$ cat src/core/lsr_pkg.sv
// Purpose: Shared constants and types for the link status register bank
// Assumes: 32-bit APB data, one aligned word per register, byte address = 4 * index
// Notes: All registers are read-only and reset to zero
package lsr_pkg;

    // ========================================
    // Bus widths
    localparam int unsigned ADDR_W = 12;
    localparam int unsigned DATA_W = 32;

    // ========================================
    // Register indexes as printed, byte address is four times the index
    localparam logic [9:0] IDX_DBL_ERR = 10'h2ba;
    localparam logic [9:0] IDX_DEV_ADDR = 10'h2bb;
    localparam logic [9:0] IDX_COMM = 10'h2bc;
    localparam logic [9:0] IDX_CHAIN = 10'h2bd;

    // ========================================
    // Field positions and widths
    localparam int unsigned DEV_ADDR_W = 6;
    localparam int unsigned BAUD_LSB = 0;
    localparam int unsigned LOWER_TONE_BIT = 2;
    localparam int unsigned UPPER_TONE_BIT = 3;
    localparam int unsigned UPPER_RX_BIT = 0;
    localparam int unsigned UPPER_TX_BIT = 1;
    localparam int unsigned LOWER_RX_BIT = 2;
    localparam int unsigned LOWER_TX_BIT = 3;
    localparam int unsigned HW_OWNS_BIT = 4;

    // ========================================
    // Reset values
    localparam logic [7:0] RST_BYTE = 8'h00;
    localparam logic [31:0] RST_WORD = 32'h0000_0000;

    // ========================================
    // Enumerations
    typedef enum logic [1:0] {
        BAUD_125K = 2'b00,
        BAUD_250K = 2'b01,
        BAUD_500K = 2'b10,
        BAUD_1M = 2'b11
    } lsr_baud_e;

    typedef enum logic [2:0] {
        REG_NONE = 3'b000,
        REG_DED = 3'b001,
        REG_DEV = 3'b010,
        REG_COMM = 3'b011,
        REG_CHAIN = 3'b100
    } lsr_reg_e;

    typedef enum logic {
        APB_IDLE = 1'b0,
        APB_ACK = 1'b1
    } lsr_apb_e;

    // ========================================
    // Carriers
    typedef struct packed {
        logic hardware_owns_ports;
        logic lower_tx_enabled;
        logic lower_rx_enabled;
        logic upper_tx_enabled;
        logic upper_rx_enabled;
    } lsr_chain_s;

    typedef struct packed {
        logic upper_tone_active;
        logic lower_tone_active;
    } lsr_tone_s;

    typedef struct packed {
        lsr_apb_e apb;
        logic pready;
        logic pslverr;
        logic [31:0] prdata;
        logic [7:0] dbl_err_block;
        logic [5:0] dev_addr;
        lsr_tone_s tone;
        lsr_chain_s chain;
    } lsr_state_s;

    typedef struct packed {
        lsr_baud_e baud;
    } lsr_baud_state_s;

    // ========================================
    // Address decode, used by the read path and its checks
    function automatic lsr_reg_e lsr_decode(input logic [11:0] addr);
        lsr_reg_e sel;
        sel = REG_NONE;
        if (addr == {IDX_DBL_ERR, 2'b00}) begin
            sel = REG_DED;
        end else if (addr == {IDX_DEV_ADDR, 2'b00}) begin
            sel = REG_DEV;
        end else if (addr == {IDX_COMM, 2'b00}) begin
            sel = REG_COMM;
        end else if (addr == {IDX_CHAIN, 2'b00}) begin
            sel = REG_CHAIN;
        end
        return sel;
    endfunction

endpackage

$ cat src/core/lsr_status_regs.sv
// Purpose: APB slave with four read-only link and chain status registers
// Assumes: Status inputs are synchronous to pclk; event inputs are one-cycle pulses
// Notes: Writes are accepted and ignored; unmapped addresses answer with pslverr
//
// How it works
// - Read-only byte holds block address of the latest double-error memory event
// - Six-bit current chain address in low bits, upper two bits read zero
// - Bit four shows hardware, not user control, owns the chain ports
// - Bits three to zero show live lower and upper transmitter, receiver enables
//
// Chosen here: the APB slave port.
`timescale 1ns/10ps
module lsr_status_regs (
    // Clock and reset
    input wire logic pclk,
    input wire logic presetn,
    // APB slave
    input wire logic psel,
    input wire logic penable,
    input wire logic pwrite,
    input wire logic [11:0] paddr,
    input wire logic [31:0] pwdata,
    output logic [31:0] prdata,
    output logic pready,
    output logic pslverr,
    // Memory error event
    input wire logic ded_event,
    input wire logic [7:0] ded_block_addr,
    // Chain address
    input wire logic [5:0] dev_addr,
    // Baud control
    input wire logic comm_reset,
    input wire logic baud_write,
    input wire logic [1:0] baud_ctrl,
    // Tone and port enables
    input lsr_pkg::lsr_tone_s tone_in,
    input lsr_pkg::lsr_chain_s chain_in
);

    // ========================================
    // State and decode
    lsr_pkg::lsr_state_s st_ff;
    lsr_pkg::lsr_state_s nxt_st;
    lsr_pkg::lsr_baud_e baud;
    lsr_pkg::lsr_reg_e sel;
    logic setup;
    logic [7:0] rd_byte;

    // Decode once per cycle; setup marks the first cycle of a transfer
    assign sel = lsr_pkg::lsr_decode(paddr);
    assign setup = psel && !penable;

    // ========================================
    // Baud tracker
    lsr_baud_track u_baud (
        .pclk(pclk),
        .presetn(presetn),
        .comm_reset(comm_reset),
        .baud_write(baud_write),
        .baud_ctrl(baud_ctrl),
        .baud(baud)
    );

    // ========================================
    // Read byte selection from the held status copies
    always_comb begin
        rd_byte = lsr_pkg::RST_BYTE;
        unique case (sel)
            lsr_pkg::REG_DED: begin
                rd_byte = st_ff.dbl_err_block;
            end
            lsr_pkg::REG_DEV: begin
                rd_byte = {2'b00, st_ff.dev_addr};
            end
            lsr_pkg::REG_COMM: begin
                rd_byte[lsr_pkg::UPPER_TONE_BIT] = st_ff.tone.upper_tone_active;
                rd_byte[lsr_pkg::LOWER_TONE_BIT] = st_ff.tone.lower_tone_active;
                rd_byte[lsr_pkg::BAUD_LSB +: 2] = baud;
            end
            lsr_pkg::REG_CHAIN: begin
                rd_byte[lsr_pkg::HW_OWNS_BIT] = st_ff.chain.hardware_owns_ports;
                rd_byte[lsr_pkg::LOWER_TX_BIT] = st_ff.chain.lower_tx_enabled;
                rd_byte[lsr_pkg::LOWER_RX_BIT] = st_ff.chain.lower_rx_enabled;
                rd_byte[lsr_pkg::UPPER_TX_BIT] = st_ff.chain.upper_tx_enabled;
                rd_byte[lsr_pkg::UPPER_RX_BIT] = st_ff.chain.upper_rx_enabled;
            end
            lsr_pkg::REG_NONE: begin
                rd_byte = lsr_pkg::RST_BYTE;
            end
            default: begin
                rd_byte = lsr_pkg::RST_BYTE;
            end
        endcase
    end

    // ========================================
    // Next state: status capture and APB handshake
    always_comb begin
        nxt_st = st_ff;
        // Keep the last failing block until a newer event replaces it
        if (ded_event) begin
            nxt_st.dbl_err_block = ded_block_addr;
        end
        nxt_st.dev_addr = dev_addr;
        nxt_st.tone = tone_in;
        nxt_st.chain = chain_in;
        unique case (st_ff.apb)
            lsr_pkg::APB_IDLE: begin
                nxt_st.pready = 1'b0;
                nxt_st.pslverr = 1'b0;
                // Answer in the first access cycle, read data sampled at setup
                if (setup) begin
                    nxt_st.apb = lsr_pkg::APB_ACK;
                    nxt_st.pready = 1'b1;
                    nxt_st.pslverr = (sel == lsr_pkg::REG_NONE);
                    nxt_st.prdata = pwrite ? lsr_pkg::RST_WORD : {24'h00_0000, rd_byte};
                end
            end
            lsr_pkg::APB_ACK: begin
                // Master completes at this edge since pready is already high
                if (psel && penable) begin
                    nxt_st.apb = lsr_pkg::APB_IDLE;
                    nxt_st.pready = 1'b0;
                    nxt_st.pslverr = 1'b0;
                end
            end
        endcase
    end

    // ========================================
    // State register, all fields reset to zero
    always_ff @(posedge pclk or negedge presetn) begin
        if (!presetn) begin
            st_ff <= '0;
        end else begin
            st_ff <= nxt_st;
        end
    end

    // Outputs straight from flops
    assign prdata = st_ff.prdata;
    assign pready = st_ff.pready;
    assign pslverr = st_ff.pslverr;

    // ========================================
    // Checks
    ded_capture_a: assert property (@(posedge pclk) disable iff (!presetn)
        ded_event ##1 (!ded_event) [*2] |-> st_ff.dbl_err_block == $past(ded_block_addr, 2))
        else $error("double error block not held");

    ded_read_a: assert property (@(posedge pclk) disable iff (!presetn)
        (setup && !pwrite && sel == lsr_pkg::REG_DED) |=>
        (prdata == {24'h00_0000, $past(st_ff.dbl_err_block)}))
        else $error("double error block read wrong");

    dev_read_a: assert property (@(posedge pclk) disable iff (!presetn)
        (setup && !pwrite && sel == lsr_pkg::REG_DEV) ##1 (!setup) |->
        (prdata[31:6] == 26'h0 && prdata[5:0] == $past(dev_addr, 2)))
        else $error("chain address read wrong");

    comm_read_a: assert property (@(posedge pclk) disable iff (!presetn)
        (setup && !pwrite && sel == lsr_pkg::REG_COMM) |=>
        (prdata[1:0] == $past(baud) && prdata[31:4] == 28'h0))
        else $error("baud field read wrong");

    hw_own_read_a: assert property (@(posedge pclk) disable iff (!presetn)
        (setup && !pwrite && sel == lsr_pkg::REG_CHAIN) |=>
        (prdata[4] == $past(chain_in.hardware_owns_ports, 2)))
        else $error("ownership bit read wrong");

    chain_read_a: assert property (@(posedge pclk) disable iff (!presetn)
        (setup && !pwrite && sel == lsr_pkg::REG_CHAIN) |=>
        (prdata[3:0] == {$past(chain_in.lower_tx_enabled, 2), $past(chain_in.lower_rx_enabled, 2),
        $past(chain_in.upper_tx_enabled, 2), $past(chain_in.upper_rx_enabled, 2)}
        && prdata[31:5] == 27'h0))
        else $error("port enable bits read wrong");

    tone_read_a: assert property (@(posedge pclk) disable iff (!presetn)
        (setup && !pwrite && sel == lsr_pkg::REG_COMM) |=>
        (prdata[3:2] == {$past(tone_in.upper_tone_active, 2), $past(tone_in.lower_tone_active, 2)}))
        else $error("tone flags read wrong");

    apb_answer_a: assert property (@(posedge pclk) disable iff (!presetn)
        (setup && !pready) |=> pready ##1 (!pready || !(psel && penable)))
        else $error("apb answer timing wrong");

    apb_unmapped_a: assert property (@(posedge pclk) disable iff (!presetn)
        (setup && !pready) |=> (pslverr == (lsr_pkg::lsr_decode($past(paddr)) == lsr_pkg::REG_NONE)))
        else $error("unmapped address answer wrong");

endmodule

$ cat src/core/lsr_baud_track.sv
// Purpose: Holds the active baud rate code shown in the comm status register
// Assumes: Reset and write strobes are one-cycle pulses synchronous to pclk
// Notes: Value only moves on a strobe, so a control field change alone is not seen
`timescale 1ns/10ps
module lsr_baud_track (
    // Clock and reset
    input wire logic pclk,
    input wire logic presetn,
    // Update sources
    input wire logic comm_reset,
    input wire logic baud_write,
    input wire logic [1:0] baud_ctrl,
    // Status out
    output lsr_pkg::lsr_baud_e baud
);

    // ========================================
    // State
    lsr_pkg::lsr_baud_state_s st_ff;
    lsr_pkg::lsr_baud_state_s nxt_st;

    // Take the control field on either strobe, else hold
    always_comb begin
        nxt_st = st_ff;
        if (comm_reset || baud_write) begin
            nxt_st.baud = lsr_pkg::lsr_baud_e'(baud_ctrl);
        end
    end

    // State register
    always_ff @(posedge pclk or negedge presetn) begin
        if (!presetn) begin
            st_ff <= lsr_pkg::lsr_baud_state_s'(lsr_pkg::BAUD_125K);
        end else begin
            st_ff <= nxt_st;
        end
    end

    assign baud = st_ff.baud;

    // ========================================
    // Checks
    baud_update_a: assert property (@(posedge pclk) disable iff (!presetn)
        (comm_reset || baud_write) |=> (baud == $past(baud_ctrl)))
        else $error("baud code did not follow control field");

    baud_hold_a: assert property (@(posedge pclk) disable iff (!presetn)
        !(comm_reset || baud_write) |=> $stable(baud))
        else $error("baud code moved without a strobe");

endmodule

$ cat config.mk
export PLATFORM = sky130hd
export DESIGN_NAME = lsr_status_regs
export DESIGN_NICKNAME = d
export VERILOG_FILES = /design/src/core/lsr_pkg.sv /design/src/core/lsr_status_regs.sv /design/src/core/lsr_baud_track.sv
export SDC_FILE = /design/constraint.sdc
export NUM_CORES = 1
export LEC_CHECK = 0
export BUFFER_PORTS_ARGS = -buffer_cell sky130_fd_sc_hd__buf_2
export CORE_ASPECT_RATIO = 1.4
export CORE_MARGIN = 4
export CORE_UTILIZATION = 40
export DETAILED_ROUTE_END_ITERATION = 7
export PLACE_DENSITY = 0.73
export SETUP_SLACK_MARGIN = 0.3
export SYNTH_ARGS = -nofsm -noshare
export SYNTH_HDL_FRONTEND = slang
export SYNTH_SLANG_ARGS = --single-unit
export TNS_END_PERCENT = 1
$ cat constraint.sdc
create_clock -name pclk -period 2.59 [get_ports pclk]
set_input_delay 0.777 -clock pclk [delete_from_list [all_inputs] [get_ports pclk]]
set_output_delay 0.777 -clock pclk [all_outputs]
set_load 0.01 [all_outputs]
After elaboration in Yosys (flattened, before gate mapping):

Cells that the tools add are included.

* equality and inequality tests: 9
* mux-type cells: 11
* bitwise logic cells: 1
* reduce and logical (&&, ||, !) cells: 6

Operators by type and width (count)
* equality test 12 bit (second input constant): 4
* two-way mux 35 bit: 1
* one-hot mux 4 bit (4 select lines): 1
* two-way mux 3 bit: 5
* one-hot mux 3 bit (2 select lines): 2
* two-way mux 8 bit: 1
* equality test 3 x 2 -> 1 bit (second input constant): 2
* equality test 3 x 1 -> 1 bit (second input constant): 1
* equality test 3 bit (second input constant): 1
* zero test 3 bit: 1
* one-hot mux 1 bit (3 select lines): 1
* logical AND 1 bit: 2
* inequality test 2 x 1 -> 1 bit (second input constant): 1
* AND reduction 2 bit: 1
* zero test 1 bit: 1
* logical OR 1 bit: 1
* NOT 1 bit: 1

* flip-flop bits (word level): 58
* input bits: 75
* output and inout bits: 34
* word-level logic and storage cells: 41

Logic depth before layout (Yosys ltp):

* depth in word-level cells: 10
* gate-level depth with buffers: 6
* depth with buffers taken out: 4

Modules after synthesis:

Synthesis repeated with hierarchy kept, for this count alone.

* cells, all modules: 164
* area total of the unflattened synthesis: 1745.4 µm²

Modules (own cells, without submodules)
* lsr_status_regs: instances 1, cells an instance 159, area an instance 1666.6 µm², seq. area each 800.8 µm²
* lsr_baud_track: instances 1, cells an instance 5, area an instance 78.8 µm², seq. area each 50.0 µm²

Worst setup path before layout:

OpenSTA, ideal clock, no wires.

* path kind: input-to-reg
* from: input port paddr[1]
* to: register st_ff, in the netlist prdata[0]
* library setup time: 76 ps
* data arrival time: 1898 ps
* required time: 2514 ps
* path slack: 616 ps
* stages on the path: 5
* buffers on the path: 1
* cell sequence: or4b_1 -> buf_6 -> a211oi_4 -> nand2_2 -> o21ai_1

* word-level cells in the longest chain between the ends: 8
* elaborated cells on any way between the ends: 14
* classes of those cells: eq/ne (8); mux (6)

RTL lines
* start: declaration: RTL line lsr_status_regs.sv:21 `input wire logic [11:0] paddr,`
* equality test 12 bit: RTL line lsr_pkg.sv:98 `end else if (addr == {IDX_CHAIN, 2'b00}) begin`
* two-way mux 3 bit: RTL line lsr_pkg.sv:98
* two-way mux 3 bit: RTL line lsr_pkg.sv:96 `end else if (addr == {IDX_COMM, 2'b00}) begin`
* two-way mux 3 bit: RTL line lsr_pkg.sv:94 `end else if (addr == {IDX_DEV_ADDR, 2'b00}) begin`
* two-way mux 3 bit (*): RTL line lsr_pkg.sv:92 `if (addr == {IDX_DBL_ERR, 2'b00}) begin`
* equality test 3 bit (tied with other cells): RTL line lsr_status_regs.sv:68 `unique case (sel)`
* one-hot mux 4 bit (4 select lines) (*): RTL line lsr_status_regs.sv:68
* two-way mux 8 bit (*): RTL line lsr_status_regs.sv:116 `nxt_st.prdata = pwrite ? lsr_pkg::RST_WORD : {24'h00_0000, rd_byte};`
* end signal: assignment: RTL line lsr_status_regs.sv:136 `st_ff <= nxt_st;`
* end: declaration: RTL line lsr_status_regs.sv:42 `lsr_pkg::lsr_state_s st_ff;`

Every way passes the cells marked *; elsewhere a longest branch is shown, timed or not.
A chain may end at the register's enable or synchronous reset.

Final worst setup path:

* from: input port paddr[1]
* to: register st_ff, in the netlist prdata[1]

Same word-level chain as after synthesis.

==> metrics.csv <==
stage;metric;value;unit
yosys;syn_avg_cell_area;10.6;µm²
clocking;clk_pin_slew_worst_paths;0.07;ns
routing;wl_per_cell;11.7;µm
yosys;synth.distinct_cells;30;
sta;rsz0062_at_grt;false;
layout;seq_area;851;µm²
yosys;synth-seq-cells;34;
sta;fmax;515;MHz
run_status;outcome;finished clean;
sta;finalSetupViolations;0;
clocking;cts_setup_buffers;0;
sta;slew_viol_final;0;
clocking;cts-root-buf;clkbuf_8;
run;drv_cap;0;
routing;totalWireLength;3140;µm
critical_path;endpoint_kind;register;
layout;final_cell_mix;buf_2 (52), dfrtp_1 (34), conb_1 (24);
layout;syn_to_final_growth;13.2;%
floorplanning;die_area;0.00551;mm²
layout;nets;282;
critical_path;start_kind;input pin;
layout;multi_input_area;683;µm²
critical_path;crit_fanout;9;
layout;final_common_cell;buf_2;
global_routing;antenna_found_initial;0;
routing;ant_nets;0;
layout;stdcell_count;268;
floorplanning;die_w;63.9;µm
layout;n_fill_cell;441;
place;portBuffers;52;
yosys;seq_area_frac_synth;0.487;
layout;drive_above_1_share;0.361;
routing;drc_errors;0;
power_and_ir_drop;vdd_ir_drop_max;0.000333;V
global_routing;use_met1;0.122;
global_routing;use_met3;0.0402;
critical_path;worstPathRequired;2.80;ns
critical_path;timing.critical_path.arrival;2.16;ns
sta;finalHoldViolCount;0;
yosys;synthCells;165;
clocking;cts_hold_buf;0;
critical_path;crit_path_max_incr_delay;0.71;ns
yosys;netlist_area;0.00175;mm²
clocking;htree_num_levels;2;
layout;diodes;0;
floorplanning;die-height;86.2;µm
critical_path;ff2ff_setup_slack;1.07;ns
place;globalplace.congestion;0.787;
critical_path;slowest_stage;or4b_1;
sta;finClkSkew;0.00500;ns
routing;via_per_inst;4.53;
routing;vias;1213;
routing;first_pass_iters;4;
global_routing;top_usage_layer;met2;
sta;fin_crit;1.94;ns
floorplanning;initial_core_util;0.412;
critical_path;cp_cell_sequence;buf_2 > or4b_1 > a211oi_4 > nand2_2 > o21ai_1;
power_and_ir_drop;p_leak;0.000933;µW
power_and_ir_drop;power_density;549;mW/mm²
min_path;hold_class;register to register;
global_routing;grt.total_usage;0.122;
place;dp_cells;260;
critical_path;setup.worst_path.class;input pin to register;
floorplanning;core_region_area;0.00424;mm²
yosys;ys_warn_count;0;
floorplanning;num_rows;28;
routing;drt-initial-drc-count;14;
clocking;clock_sinks;34;
sta;slew_headroom;0.513;
clocking;cts_tree;yes;
global_routing;grt_pass1_wl;5120;µm
place;dp_hpwl;2440;µm
clocking;clk_latency;0.28;ns
global_routing;grtUsageMet2;0.215;
global_routing;grt-ovfl-total;0;
sta;period_share;0.750;
clocking;numCtsBuffers;5;
sta;tightest_slew;0.731;ns
clocking;cts-resized-gates;0;
sta;fin_tns_setup;0;ns
global_routing;grt_pass1_vias;1162;
clocking;clk_path_buf_depth;2;
global_routing;grt_max_degree;35;
floorplanning;io_pins;109;
[layout make-up]
type,instances,area share
flip-flops and latches,34,0.430
multi-input cells,111,0.345
repair buffers,54,0.139
clock buffers,7,0.0436
well taps,60,0.0379
clock inverters,1,0.00253
inverters,1,0.00190
[worst paths after layout]
path / depth (start not counted) / to / start
worst max-delay path: 5 / prdata[1]$_DFFE_PN0P_ / paddr[1]
worst min-delay path: 2 / prdata[4]$_DFFE_PN0P_ / prdata[4]$_DFFE_PN0P_
worst max register to register: 2 / prdata[5]$_DFFE_PN0P_ / st_ff[55]$_DFF_PN0_
worst min register to register: 2 / prdata[4]$_DFFE_PN0P_ / prdata[4]$_DFFE_PN0P_
max in group asynchronous: 1 / prdata[6]$_DFFE_PN0P_ / presetn
min in group asynchronous: 1 / st_ff[9]$_DFF_PN0_ / presetn
[logic make-up after synthesis]
family,count (synthesis),share of synthesized area
other cells,1,0.00215
buf+inv,43,0.172
compound gates,13,0.0523
simple gates,62,0.211
flops,34,0.487
mux,12,0.0759
[critical path: cells and delay by family]
kind            cells  cell delay [ns]
simple gates        2             0.81
compound gates      2             0.45
buf+inv             1             0.11
[flip-flops by register name, indices dropped and copies added, names as in the netlist]
name	flops
prdata	8
pready	1
pslverr	1
st_ff	22
u_baud.baud	2
[power by group]
part | internal [µW] | total [µW] | leakage [µW] | switching [µW]
registers | 561 | 573 | 0.000418 | 12.1
clock network | 214 | 393 | 0.0000482 | 179
logic | 52.7 | 120 | 0.000467 | 67.7
total | 828 | 1090 | 0.000933 | 259
[metrics by stage]
step | cell area [µm²] | power, µW | hold slack, ns | util | setup WS, ns
floorplan | 1830 | 678 | 0.444 | - | 0.616
global placement | 1890 | 701 | 0.457 | 0.445 | 0.349
detailed placement | 1890 | 705 | 0.463 | 0.445 | 0.332
CTS | 1980 | 1100 | 0.477 | 0.467 | 0.632
global route | 1980 | 1140 | 0.495 | 0.467 | 0.584
finish | 1980 | 1090 | 0.472 | 0.467 | 0.648
[cells in the mapped netlist (all sizes together)]
cell,instances,share of area
nor2,4,0.0086
conb,1,0.0021
nand4bb,1,0.0064
nand2,20,0.044
o41ai,1,0.0050
mux2i,2,0.011
a21boi,1,0.0043
nor3b,1,0.0043
nand3,2,0.0057
o21ai,8,0.023
clkbuf,5,0.011
dfrtp,34,0.49
inv,1,0.0021
mux2,10,0.064
a211oi,1,0.011
or4b,2,0.014
nand2b,8,0.029
buf,37,0.16
or3,1,0.0036
or3b,1,0.0050
nor4b,1,0.014
o31ai,1,0.0043
and4b,1,0.0057
o21a,1,0.0043
nor4,20,0.072
[layer usage]
metal | routed length [µm] | vias up
li1 | - | 602
met5 | 0 | -
met3 | 270 | 9
met1 | 1200 | 548
met4 | 95 | 0
met2 | 1570 | 54
Power figures use the tool's default switching activity.
